--- config.mk ---
export PLATFORM = sky130hd
export DESIGN_NAME = irt_timer
export DESIGN_NICKNAME = d
export VERILOG_FILES = /design/src/logic/irt_pkg.sv /design/src/logic/irt_prescaler.sv /design/src/logic/irt_timer.sv
export SDC_FILE = /design/constraint.sdc
export NUM_CORES = 1
export LEC_CHECK = 0
export BUFFER_PORTS_ARGS = -buffer_cell sky130_fd_sc_hd__buf_2
export CORE_ASPECT_RATIO = 1.4
export CORE_MARGIN = 2
export CORE_UTILIZATION = 40
export DETAILED_ROUTE_END_ITERATION = 12
export GPL_TIMING_DRIVEN = 1
export PLACE_DENSITY = 0.62
export SKIP_CTS_REPAIR_TIMING = 1
export SLEW_MARGIN = 20
export SYNTH_ARGS = -nofsm -noshare
export SYNTH_HDL_FRONTEND = slang
export SYNTH_SLANG_ARGS = --single-unit
--- constraint.sdc ---
create_clock -name clock -period 4.1 [get_ports clock]
set_input_delay 0.205 -clock clock [delete_from_list [all_inputs] [get_ports clock]]
set_output_delay 0.205 -clock clock [all_outputs]
set_load 0.02 [all_outputs]
--- src/logic/irt_pkg.sv ---
`default_nettype none
package irt_pkg;
  // Register indices; byte address is four times the index
  localparam logic [11:0] IDX_CTRL = 12'hd00;
  localparam logic [11:0] IDX_BLOW = 12'hd04;
  localparam logic [11:0] IDX_BHIGH = 12'hd05;
  localparam logic [11:0] IDX_WLOW = 12'hd06;
  localparam logic [11:0] IDX_WHIGH = 12'hd07;
  localparam logic [11:0] IDX_AUX = 12'hd10;
  localparam logic [11:0] IDX_IST = 12'hd11;
  localparam logic [11:0] IDX_IMSK = 12'hd12;
  localparam logic [15:0] A_CTRL = {2'b00, IDX_CTRL, 2'b00};
  localparam logic [15:0] A_BLOW = {2'b00, IDX_BLOW, 2'b00};
  localparam logic [15:0] A_BHIGH = {2'b00, IDX_BHIGH, 2'b00};
  localparam logic [15:0] A_WLOW = {2'b00, IDX_WLOW, 2'b00};
  localparam logic [15:0] A_WHIGH = {2'b00, IDX_WHIGH, 2'b00};
  localparam logic [15:0] A_AUX = {2'b00, IDX_AUX, 2'b00};
  localparam logic [15:0] A_IST = {2'b00, IDX_IST, 2'b00};
  localparam logic [15:0] A_IMSK = {2'b00, IDX_IMSK, 2'b00};
  // Control register fields
  localparam int B_RUN = 7;
  localparam int B_SINGLE = 6;
  localparam int B_TO = 5;
  localparam int B_CLK_HI = 4;
  localparam int B_CLK_LO = 3;
  localparam int B_CAPIE = 2;
  localparam int B_TOIE = 1;
  localparam int B_ROUTE = 0;
  // Auxiliary register fields
  localparam int B_PP = 0;
  localparam int B_WRUN = 1;
  localparam int B_WSINGLE = 2;
  // Interrupt status and mask fields
  localparam int I_BTO = 0;
  localparam int I_CAP = 1;
  localparam int I_WTO = 2;
  localparam int IRQ_W = 3;
  // Reset values
  localparam logic [7:0] RST_BYTE = 8'h00;
  localparam logic [15:0] RST_WORD = 16'h0000;
  localparam logic [IRQ_W-1:0] RST_IRQ = 3'h0;
  // Prescaler width covering the divide-by-8 setting
  localparam int PRE_W = 3;
endpackage : irt_pkg
`default_nettype wire

--- src/logic/irt_prescaler.sv ---
`timescale 1ns/1ps
`default_nettype none
module irt_prescaler
  import irt_pkg::*;
#(
  parameter int W = PRE_W
) (
  // Clock and reset
  input wire logic clock,
  input wire logic nrst,
  // Control
  input wire logic run,
  input wire logic [1:0] sel,
  // Tick out
  output logic tick
);
  logic [W-1:0] cnt_q;
  logic [W-1:0] mask;

  // Low bits that must all be one for a tick
  always_comb begin
    mask = W'((1 << sel) - 1);
  end

  ////////////////////////////////////////////////////////////////////////
  // Free divider, restarted while the timer is stopped
  always_ff @(posedge clock or negedge nrst) begin
    if (!nrst) begin
      cnt_q <= '0;
      tick <= 1'b0;
    end else if (!run) begin
      cnt_q <= '0;
      tick <= 1'b0;
    end else begin
      cnt_q <= cnt_q + W'(1);
      tick <= ((cnt_q & mask) == mask);
    end
  end
endmodule : irt_prescaler
`default_nettype wire

--- src/logic/irt_timer.sv ---
// Overview of operation
// - Word timer load value upper byte comes from the high reload register.
// - Word timer load value lower byte comes from the low reload register.
// - Byte high-level reload counts the interval while byte timer output is one.
// - Byte low-level reload counts the interval while byte timer output is zero.
// - Reload registers clear on power-on reset, survive stop-mode recovery.
// - Clock select and both interrupt enables survive stop-mode recovery.
// - Control bit 7 starts and stops the byte counter.
// - Bit 6 zero, ping-pong off: counter reloads at terminal count and keeps running.
// - Bit 6 one: counter halts at terminal count.
// - Terminal count sets the time-out flag in bit 5, readable.
// - Writing one clears the flag; zero leaves it; power-on reset is the only other thing that clears it.
// - Bits 4:3 select clock divided by 1, 2, 4 or 8.
// - Bit 2 enables the capture interrupt.
// - Bit 1 enables the time-out interrupt.
// - Bit 0 routes byte timer output onto port 3 pin 4.
// - Ping-pong: hardware hands counting between the two timers at terminal count.
//
// Register access over APB was left to the implementer.
`timescale 1ns/1ps
`default_nettype none
module irt_timer
  import irt_pkg::*;
(
  // Clock and reset
  input wire logic clock,
  input wire logic nrst,
  // APB slave
  input wire logic psel,
  input wire logic penable,
  input wire logic pwrite,
  input wire logic [15:0] paddr,
  input wire logic [31:0] pwdata,
  output logic [31:0] prdata,
  output logic pready,
  output logic pslverr,
  // Device events
  input wire logic stop_recovery,
  input wire logic capture_event,
  // Port pin
  input wire logic port_data,
  output logic port3_pin4,
  // Timer levels and interrupt
  output logic byte_timer_out,
  output logic word_timer_out,
  output logic irq
);
  // Byte timer control fields
  logic run_q;
  logic single_q;
  logic to_q;
  logic [1:0] prescale_select_q;
  logic capie_q;
  logic toie_q;
  logic route_q;
  // Reload registers
  logic [7:0] byte_low_level_reload_q;
  logic [7:0] byte_high_level_reload_q;
  logic [7:0] word_reload_low_q;
  logic [7:0] word_reload_high_q;
  // Auxiliary control
  logic pp_q;
  logic wrun_q;
  logic wsingle_q;
  // Counters
  logic [7:0] cnt_q;
  logic [15:0] wcnt_q;
  // Interrupt status and mask
  logic [IRQ_W-1:0] ist_q;
  logic [IRQ_W-1:0] imsk_q;
  // Internal strobes
  logic tick;
  logic wr;
  logic byte_tc;
  logic word_tc;
  logic byte_start;
  logic word_start;
  logic [7:0] ctrl_rd;
  logic mapped;
  logic [IRQ_W-1:0] ev;

  ////////////////////////////////////////////////////////////////////////
  // Prescaler for the byte timer
  irt_prescaler #(
    .W(PRE_W)
  ) u_pre (
    .clock(clock),
    .nrst(nrst),
    .run(run_q),
    .sel(prescale_select_q),
    .tick(tick)
  );

  ////////////////////////////////////////////////////////////////////////
  // Bus decode and events
  assign wr = psel & penable & pwrite & pready;
  assign ctrl_rd = {run_q, single_q, to_q, prescale_select_q, capie_q, toie_q, route_q};

  // Address match for every implemented register
  always_comb begin
    unique case (paddr)
      A_CTRL, A_BLOW, A_BHIGH, A_WLOW, A_WHIGH, A_AUX, A_IST, A_IMSK: mapped = 1'b1;
      default: mapped = 1'b0;
    endcase
  end

  // Terminal counts and starts
  assign byte_tc = run_q & tick & (cnt_q <= 8'h01);
  assign word_tc = wrun_q & (wcnt_q <= 16'h0001);
  assign byte_start = (wr & (paddr == A_CTRL) & pwdata[B_RUN] & ~run_q) | (pp_q & word_tc);
  assign word_start = (wr & (paddr == A_AUX) & pwdata[B_WRUN] & ~wrun_q) | (pp_q & byte_tc);

  // Events that may latch interrupt status
  always_comb begin
    ev = RST_IRQ;
    ev[I_BTO] = byte_tc & toie_q;
    ev[I_CAP] = capture_event & capie_q;
    ev[I_WTO] = word_tc;
  end

  ////////////////////////////////////////////////////////////////////////
  // APB handshake: one wait-free access, answer in the access phase
  always_ff @(posedge clock or negedge nrst) begin
    if (!nrst) begin
      pready <= 1'b0;
      pslverr <= 1'b0;
    end else begin
      pready <= psel & ~penable;
      pslverr <= psel & ~penable & ~mapped;
    end
  end

  // Read data captured in the setup cycle
  always_ff @(posedge clock or negedge nrst) begin
    if (!nrst) begin
      prdata <= 32'h0000_0000;
    end else if (psel & ~penable & ~pwrite) begin
      unique case (paddr)
        A_CTRL: prdata <= {24'h00_0000, ctrl_rd};
        A_BLOW: prdata <= {24'h00_0000, byte_low_level_reload_q};
        A_BHIGH: prdata <= {24'h00_0000, byte_high_level_reload_q};
        A_WLOW: prdata <= {24'h00_0000, word_reload_low_q};
        A_WHIGH: prdata <= {24'h00_0000, word_reload_high_q};
        A_AUX: prdata <= {29'h0000_0000, wsingle_q, wrun_q, pp_q};
        A_IST: prdata <= {29'h0000_0000, ist_q};
        A_IMSK: prdata <= {29'h0000_0000, imsk_q};
        default: prdata <= 32'h0000_0000;
      endcase
    end
  end

  ////////////////////////////////////////////////////////////////////////
  // Reload registers, cleared only by power-on reset
  always_ff @(posedge clock or negedge nrst) begin
    if (!nrst) begin
      byte_low_level_reload_q <= RST_BYTE;
      byte_high_level_reload_q <= RST_BYTE;
      word_reload_low_q <= RST_BYTE;
      word_reload_high_q <= RST_BYTE;
    end else if (wr) begin
      if (paddr == A_BLOW) byte_low_level_reload_q <= pwdata[7:0];
      if (paddr == A_BHIGH) byte_high_level_reload_q <= pwdata[7:0];
      if (paddr == A_WLOW) word_reload_low_q <= pwdata[7:0];
      if (paddr == A_WHIGH) word_reload_high_q <= pwdata[7:0];
    end
  end

  // Retained control fields
  always_ff @(posedge clock or negedge nrst) begin
    if (!nrst) begin
      prescale_select_q <= 2'b00;
      capie_q <= 1'b0;
      toie_q <= 1'b0;
    end else if (wr & (paddr == A_CTRL)) begin
      prescale_select_q <= pwdata[B_CLK_HI:B_CLK_LO];
      capie_q <= pwdata[B_CAPIE];
      toie_q <= pwdata[B_TOIE];
    end
  end

  // Fields cleared by stop-mode recovery
  always_ff @(posedge clock or negedge nrst) begin
    if (!nrst) begin
      single_q <= 1'b0;
      route_q <= 1'b0;
      pp_q <= 1'b0;
      wsingle_q <= 1'b0;
    end else if (stop_recovery) begin
      single_q <= 1'b0;
      route_q <= 1'b0;
      pp_q <= 1'b0;
      wsingle_q <= 1'b0;
    end else if (wr) begin
      if (paddr == A_CTRL) begin
        single_q <= pwdata[B_SINGLE];
        route_q <= pwdata[B_ROUTE];
      end
      if (paddr == A_AUX) begin
        pp_q <= pwdata[B_PP];
        wsingle_q <= pwdata[B_WSINGLE];
      end
    end
  end

  ////////////////////////////////////////////////////////////////////////
  // Byte timer run bit: software and ping-pong hand-off
  always_ff @(posedge clock or negedge nrst) begin
    if (!nrst) begin
      run_q <= 1'b0;
    end else if (stop_recovery) begin
      run_q <= 1'b0;
    end else if (pp_q & word_tc) begin
      run_q <= 1'b1;
    end else if (byte_tc & (single_q | pp_q)) begin
      run_q <= 1'b0;
    end else if (wr & (paddr == A_CTRL)) begin
      run_q <= pwdata[B_RUN];
    end
  end

  // Word timer run bit
  always_ff @(posedge clock or negedge nrst) begin
    if (!nrst) begin
      wrun_q <= 1'b0;
    end else if (stop_recovery) begin
      wrun_q <= 1'b0;
    end else if (pp_q & byte_tc) begin
      wrun_q <= 1'b1;
    end else if (word_tc & (wsingle_q | pp_q)) begin
      wrun_q <= 1'b0;
    end else if (wr & (paddr == A_AUX)) begin
      wrun_q <= pwdata[B_WRUN];
    end
  end

  // Time-out flag: set wins over a write-one clear
  always_ff @(posedge clock or negedge nrst) begin
    if (!nrst) begin
      to_q <= 1'b0;
    end else if (byte_tc) begin
      to_q <= 1'b1;
    end else if (wr & (paddr == A_CTRL) & pwdata[B_TO]) begin
      to_q <= 1'b0;
    end
  end

  ////////////////////////////////////////////////////////////////////////
  // Byte counter and output level
  always_ff @(posedge clock or negedge nrst) begin
    if (!nrst) begin
      cnt_q <= RST_BYTE;
      byte_timer_out <= 1'b0;
    end else if (byte_start) begin
      cnt_q <= byte_timer_out ? byte_high_level_reload_q : byte_low_level_reload_q;
    end else if (byte_tc) begin
      byte_timer_out <= ~byte_timer_out;
      if (!single_q && !pp_q) begin
        cnt_q <= byte_timer_out ? byte_low_level_reload_q : byte_high_level_reload_q;
      end
    end else if (run_q & tick) begin
      cnt_q <= cnt_q - 8'h01;
    end
  end

  // Word counter and output level
  always_ff @(posedge clock or negedge nrst) begin
    if (!nrst) begin
      wcnt_q <= RST_WORD;
      word_timer_out <= 1'b0;
    end else if (word_start) begin
      wcnt_q <= {word_reload_high_q, word_reload_low_q};
    end else if (word_tc) begin
      word_timer_out <= ~word_timer_out;
      wcnt_q <= {word_reload_high_q, word_reload_low_q};
    end else if (wrun_q) begin
      wcnt_q <= wcnt_q - 16'h0001;
    end
  end

  ////////////////////////////////////////////////////////////////////////
  // Port pin routing
  always_ff @(posedge clock or negedge nrst) begin
    if (!nrst) begin
      port3_pin4 <= 1'b0;
    end else begin
      port3_pin4 <= route_q ? byte_timer_out : port_data;
    end
  end

  // Interrupt status, set wins over write-one clear
  always_ff @(posedge clock or negedge nrst) begin
    if (!nrst) begin
      ist_q <= RST_IRQ;
    end else if (wr & (paddr == A_IST)) begin
      ist_q <= (ist_q & ~pwdata[IRQ_W-1:0]) | ev;
    end else begin
      ist_q <= ist_q | ev;
    end
  end

  // Interrupt mask
  always_ff @(posedge clock or negedge nrst) begin
    if (!nrst) begin
      imsk_q <= RST_IRQ;
    end else if (wr & (paddr == A_IMSK)) begin
      imsk_q <= pwdata[IRQ_W-1:0];
    end
  end

  // Level interrupt output
  always_ff @(posedge clock or negedge nrst) begin
    if (!nrst) begin
      irq <= 1'b0;
    end else begin
      irq <= |(ist_q & imsk_q);
    end
  end
endmodule : irt_timer
`default_nettype wire

==> results of run 1 <==
synth_stat cells (6+ instances only):
cell	n	area share
nor3_1	15	0.014
dfrtp_1	91	0.42
mux2i_1	38	0.070
clkbuf_1	8	0.0055
buf_2	12	0.011
mux2_2	32	0.066
o21ai_1	6	0.0055
mux2_1	8	0.017
nand3_1	15	0.014
o21ai_0	32	0.030
nand2_1	41	0.028
a21oi_1	14	0.013
buf_4	26	0.036
nor4_1	9	0.010
a22o_1	9	0.015
nor2_1	33	0.023
and2_1	10	0.012
inv_1	19	0.013
a22oi_1	13	0.018
critical path, delay by kind of cell (launching register included):
kind	cells	cell delay (ns)
simple gates	3	1.56
compound gates	3	1.05
flops	1	0.40
through the flow:
stage               hold WS (ns)  cells
floorplan                -0.0906    559
global placement           0.346    740
finish                   -0.0562    756
CTS                     -0.00621    756
global route             0.00958    756
detailed placement         0.349    740
state kept, by name (all words and copies together), names as in the netlist, 2 cells and up:
| signal | cells |
|---|---|
| byte_high_level_reload_q | 8 |
| byte_low_level_reload_q | 8 |
| cnt_q | 8 |
| imsk_q | 3 |
| ist_q | 3 |
| prdata | 8 |
| prescale_select_q | 2 |
| u_pre.cnt_q | 3 |
| wcnt_q | 16 |
| word_reload_high_q | 8 |
| word_reload_low_q | 8 |
routing by layer:
| metal | vias to the layer above | part of all wire |
|---|---|---|
| met5 | - | 0 |
| met4 | 0 | 0.035 |
| met3 | 30 | 0.037 |
| met2 | 130 | 0.53 |
| met1 | 2148 | 0.40 |
| li1 | 2019 | - |
power breakdown:
| part | leakage [nW] | internal (W) | switching (W) |
|---|---|---|---|
| Clock | 0.147 | 0.000532 | 0.000357 |
| Combinational | 1.28 | 0.0000290 | 0.0000866 |
| Sequential | 1.17 | 0.000903 | 0.00000665 |
worst paths after layout:
check	depth (start not counted)	from	end
max	6	cnt_q[4]$_DFFE_PN0P_	wcnt_q[3]$_DFFE_PN0P_
min	1	nrst	capie_q$_DFFE_PN0N_
max reg2reg	6	cnt_q[4]$_DFFE_PN0P_	wcnt_q[3]$_DFFE_PN0P_
min reg2reg	1	word_timer_out$_DFFE_PN0P_	word_timer_out$_DFFE_PN0P_
max in group asynchronous	2	nrst	byte_high_level_reload_q[4]$_DFFE_PN0P_
min in group clock	2	capture_event	ist_q[1]$_DFF_PN0_
layout make-up:
| type | count | area [sq um] |
|---|---|---|
| clock buffer | 9 | 225 |
| clock inverter | 7 | 92.6 |
| fill | 1293 | 7340 |
| inverter | 19 | 71.3 |
| multi-input combinational | 399 | 2840 |
| sequential | 91 | 2280 |
| tap | 182 | 228 |
| timing repair buffer | 49 | 258 |
cells by family (layout without fill, tap and decap cells):
logic type | after synthesis | in the layout | synth area share
compound gates | 117 | 117 | 0.151
xor+xnor | 3 | 3 | 0.00485
fa+ha+maj | 5 | 5 | 0.0115
buf+inv | 69 | 84 | 0.0727
flops | 91 | 91 | 0.420
mux | 78 | 78 | 0.153
other cells | 1 | 24 | 0.000692
simple gates | 172 | 172 | 0.186
==> metrics.csv, run 1 <==
stage,metric,value,unit
status,failing checks,hold timing,
clock_tree,CTS tree,done,
timing,RSZ-0062 raised after global routing,false,
yosys,Post-Syn Instances,536,
final_layout,share of cells above drive strength 1,0.202,
worst_setup_path,Worst setup SP type,register,
place,Port Buffers,45,
timing,Final WS setup,0.973,ns
yosys,post-synthesis cell area,5420,sq um
grt,first-pass GRT wire length,22900,microns
timing,Max-slew headroom,0.365,
floorplanning,Die Wd,102,microns
place,pre-CTS setup slack,1.05,ns
clock_tree,worst-skew pair later-pin latency,0.34,ns
grt,antenna violations before repair,0,
timing,actual slew at the worst max-slew pin,0.952,ns
worst_setup_path,crit end category,register,
yosys,"Async S/R FF share, synth",1.00,
worst_setup_path,Critical Path AT,3.36,ns
drt,Post-DRT Antenna Nets,0,
floorplanning,Boundary Pins,94,
final_layout,most frequent cells in the layout,"dfrtp_1 (91), buf_2 (44), nand2_1 (41), mux2i_1 (38), nor2_1 (33)",
worst_setup_path,WP data required,4.33,ns
yosys,synth warn,0,
drt,DR WL/cell,18.9,microns
grt,routing usage on met2,0.355,
grt,M1 GR Usage,0.250,
grt,GRT overflow,0,
place,global placer's final weighted congestion,0.905,
clock_tree,Bufs on Longest Clock Path,2,
clock_tree,Num CTS Buffers,9,
final_layout,ant diodes,0,
grt,largest net degree at the start of global routing,63,
final_layout,"Design Area, Final",5990,sq um
worst_setup_path,CP Class,register to register,
timing,count of final setup violators,0,
timing,final count of hold timing violations,61,
timing,max-slew violation count,0,
timing,min cycle time layout,3.13,ns
grt,gr usage total,0.205,
floorplanning,Initial Utilization,0.407,
worst_setup_path,Crit Path Max Fanout,21,
grt,vias in the first global route,4210,
worst_setup_path,crit-path max cell delay,0.68,ns
timing,post-route clock period utilization,0.763,
drt,DR vias/cell,5.72,
clock_tree,Worst-path clk slew,0.07,ns
final_layout,fin nets,630,
yosys,"Distinct cells, synth",67,
floorplanning,Core Rows,50,
drt,DR pass1 iterations,6,
yosys,Post-synth EDFFs,0,
timing,Fin Clk Skew,0.00623,ns
drt,vias post-DR,4327,
worst_setup_path,CP cell instances,"or4_1, nor4_1, or2_1, a21o_1, o21ai_1, a221o_1",
timing,hold_ws,-0.0562,ns
timing,sum of negative setup slack,0,ns
floorplanning,die area,14500,sq um
grt,met3 usage,0.0291,
timing,fmax,320,MHz
grt,GRT busiest layer,met2,
floorplanning,CORE AREA,13300,sq um
power_and_ir_drop,leakage dissipation,2.60,nW
status,status,"complete, but fails checks",
drt,iteration-0 DRC count of the detailed router,316,
yosys,Yosys reg bits,91,
drt,# DRC,0,
worst_setup_path,Reg2Reg Setup Slack,0.97,ns
yosys,post-synthesis average cell area,10.1,sq um
worst_setup_path,CP max-delay cell,or4_1,
drt,post-detailed-routing wire length,14300,microns
final_layout,"Core Util, Final",0.449,
clock_tree,CTS sink count,91,
job,max-cap check violation count,0,
power_and_ir_drop,Max IR drop VDD,0.240,mV
yosys,register area share after synthesis,0.420,
final_layout,"commonest non-fill, non-tap cell in the layout",dfrtp_1,
clock_tree,CTS H-tree lvls,3,
clock_tree,Root Buffer,clkbuf_16,
final_layout,Layout area overhead,10.5,%
place,area post-placement,5670,sq um
place,post-detail-place hpwl,10800,microns
power_and_ir_drop,cell area power density,320,nW/um^2
power_and_ir_drop,total power,0.00191,W
yosys,most common flop cell mapped by yosys,dfrtp_1,
floorplanning,Die Ht,142,microns
min_path,type of the worst min-delay path,primary input to asynchronous set/reset pin,
(Power assumes the default switching activity.)
==> inputs of run 2 (changes only) <==
ABC_AREA = 1   (was default)
PLACE_DENSITY = 0.64   (was 0.62)
clock period = 2.55 ns   (was 4.1 ns; I/O delays follow)
==> run 2 against run 1 <==
Net effect: the flow still finishes with violations (hold timing); combinational power grew to 8.6 times the previous value; final cell count grew 40%; hold slack gained 0.055 ns; clock-buffer cell count grew 2; area after synthesis grew 8.6%; via count grew 22%; clock power grew 44%; fmax grew 52%; power grew 110%; register-to-register slack lost 0.48 ns.
==> metrics.csv, run 2 <==
stage,metric,value,unit
yosys,Yosys reg bits,91,
drt,post-detailed-routing wire length,15800,microns
timing,min cycle time layout,2.05,ns
final_layout,"Design Area, Final",6540,sq um
final_layout,fillers,1548,
min_path,hold_sp,port_data,
clock_tree,CTS tree,done,
timing,max-slew violation count,0,
floorplanning,CORE AREA,14400,sq um
job,max-cap check violation count,0,
clock_tree,CTS H-tree lvls,3,
yosys,post-synthesis cell area,5890,sq um
timing,Max-slew headroom,0.541,
drt,DR pass1 iterations,5,
timing,hold_ws,-0.000716,ns
drt,iteration-0 DRC count of the detailed router,289,
yosys,top area cells in the synthesized netlist,"dfrtp_1 (39%), nand2_1 (19%), inv_1 (4.8%)",
worst_setup_path,Crit Path Max Fanout,8,
power_and_ir_drop,cell area power density,624,nW/um^2
worst_setup_path,RR Endpoint,wcnt_q[2]$_DFFE_PN0P_,
yosys,"Async S/R FF share, synth",1.00,
yosys,top cell type's share of synthesized area,0.387,
drt,vias post-DR,5261,
drt,DR WL/cell,14.9,microns
timing,count of final setup violators,0,
floorplanning,die area,15700,sq um
clock_tree,worst-skew pair later-pin latency,0.35,ns
worst_setup_path,crit end category,register,
timing,Fin Clk Skew,0.0106,ns
status,failing checks,hold timing,
power_and_ir_drop,NetSw,0.00142,W
timing,post-route clock period utilization,0.806,
timing,sum of negative setup slack,0,ns
yosys,Synth top cells by count,"nand2_1 (300), dfrtp_1 (91), inv_1 (76)",
clock_tree,CTS sink count,91,
floorplanning,Boundary Pins,94,
yosys,Post-synth EDFFs,0,
yosys,post-synth top area cell,dfrtp_1,
timing,actual slew at the worst max-slew pin,0.688,ns
floorplanning,Core Rows,52,
final_layout,ant diodes,0,
power_and_ir_drop,Int Pwr,0.00266,W
power_and_ir_drop,leakage dissipation,3.35,nW
clock_tree,Worst-path clk slew,0.06,ns
clock_tree,Num CTS Buffers,9,
clock_tree,Bufs on Longest Clock Path,2,
worst_setup_path,WP data required,2.78,ns
drt,# DRC,0,
timing,fmax,487,MHz
floorplanning,Die Ht,148,microns
final_layout,Finished Layout Cells,1060,
grt,antenna violations before repair,0,
place,Port Buffers,45,
drt,DR vias/cell,4.96,
worst_setup_path,Worst setup SP type,register,
worst_setup_path,cells on worst reg2reg path,9,
yosys,synth warn,0,
timing,RSZ-0062 raised after global routing,false,
grt,gr usage total,0.212,
yosys,"Distinct cells, synth",41,
final_layout,Top reg by flops,wcnt_q,
final_layout,fin nets,927,
drt,Post-DRT Antenna Nets,0,
grt,first-pass GRT wire length,25900,microns
worst_setup_path,Reg2Reg Setup Slack,0.50,ns
grt,largest net degree at the start of global routing,52,
floorplanning,Initial Utilization,0.407,
worst_setup_path,Critical Path AT,2.29,ns
place,area post-placement,6240,sq um
grt,vias in the first global route,5121,
floorplanning,Die Wd,107,microns
worst_setup_path,CP Class,register to register,
final_layout,most frequent cells in the layout,"nand2_1 (300), dfrtp_1 (91), inv_1 (76), nor2_1 (66)",
place,DP Cell Count,1042,
timing,final count of hold timing violations,1,
final_layout,"Core Util, Final",0.453,
min_path,Worst Hold Path Cells,3,
status,status,"complete, but fails checks",
final_layout,max reg flops,16,
yosys,most common flop cell mapped by yosys,dfrtp_1,
grt,GRT overflow,0,
place,global placer's final weighted congestion,0.882,
final_layout,"commonest non-fill, non-tap cell in the layout",nand2_1,
power_and_ir_drop,Clk pwr share,0.315,
yosys,post-synthesis average cell area,7.23,sq um
power_and_ir_drop,Reg power frac,0.441,
worst_setup_path,RR Startpoint,cnt_q[0]$_DFFE_PN0P_,
yosys,register area share after synthesis,0.387,
power_and_ir_drop,Max IR drop VDD,0.474,mV
power_and_ir_drop,combinational share of power,0.244,
final_layout,Layout area overhead,11.1,%
clock_tree,Root Buffer,clkbuf_16,
power_and_ir_drop,Sw Ratio,0.347,
place,post-detail-place hpwl,12100,microns
min_path,type of the worst min-delay path,primary input to register,
yosys,Post-Syn Instances,814,
min_path,end point of the worst hold path,port3_pin4$_DFF_PN0_,
final_layout,share of cells above drive strength 1,0.171,
yosys,top-count cell post-synth,nand2_1,
==> run 2: per-layer routing <==
metal / GRT usage / routed length, microns
met4: 0.102 / 586
met5: 0 / 0
met3: 0.0265 / 544
met2: 0.385 / 8400
met1: 0.245 / 6300
==> run 2: kinds of logic after synthesis <==
family          count (synthesis)  synth area share
compound gates                 94            0.0989
xor+xnor                       10            0.0149
fa+ha+maj                       5            0.0106
buf+inv                       125             0.105
flops                          91             0.387
mux                             1           0.00170
other cells                     1          0.000637
simple gates                  487             0.381
==> run 2: through the flow <==
| stage | worst slack [ns] | total power [W] | hold WS (ns) |
|---|---|---|---|
| 6_report | 0.496 | 0.00408 | -0.000716 |
| 3_5_place_dp | 0.533 | 0.00281 | 0.220 |
| 3_3_place_gp | 0.523 | 0.00280 | 0.218 |
| 5_1_grt | 0.298 | 0.00433 | 0.00949 |
| 4_1_cts | 0.510 | 0.00408 | -0.150 |
| 2_1_floorplan | 0.893 | 0.00256 | -0.168 |
==> run 2: worst max-delay path, cell delays in order (launching register included) <==
cell	delay [ns]
dfrtp_1	0.40
inv_1	0.12
ha_1	0.25
nor2_1	0.10
nor3_2	0.24
nand3_1	0.38
nand3_2	0.23
nand2_1	0.08
nand3_1	0.07
nand2_1	0.06
==> run 2: area by class of cell <==
cell class	instances	area [sq um]	area share
clock buffers	11	243	0.0371
clock inverters	5	36.3	0.00555
inverters	85	324	0.0496
multi-input cells	621	3080	0.471
flip-flops and latches	91	2280	0.348
well taps	189	236	0.0362
repair buffers	58	343	0.0525
==> run 2: worst max path at each step <==
stage | startpoint | to | slack [ns]
after floorplan | cnt_q[0]$_DFFE_PN0P_ | wcnt_q[0]$_DFFE_PN0P_ | 0.89
after global placement | cnt_q[0]$_DFFE_PN0P_ | wcnt_q[7]$_DFFE_PN0P_ | 0.52
after detailed placement | cnt_q[0]$_DFFE_PN0P_ | wcnt_q[2]$_DFFE_PN0P_ | 0.53
after CTS | cnt_q[0]$_DFFE_PN0P_ | wcnt_q[4]$_DFFE_PN0P_ | 0.51
after global routing | cnt_q[0]$_DFFE_PN0P_ | wcnt_q[3]$_DFFE_PN0P_ | 0.30
final | cnt_q[0]$_DFFE_PN0P_ | wcnt_q[2]$_DFFE_PN0P_ | 0.50
==> run 2: power by group through the flow <==
stage	Combinational [W]	Clock, W	Sequential [W]
after floorplan	0.000786	0	0.00178
after global placement	0.000981	0	0.00182
after detailed placement	0.000991	0	0.00182
after CTS	0.000996	0.00129	0.00179
after global routing	0.00116	0.00135	0.00182
final	0.000996	0.00128	0.00180
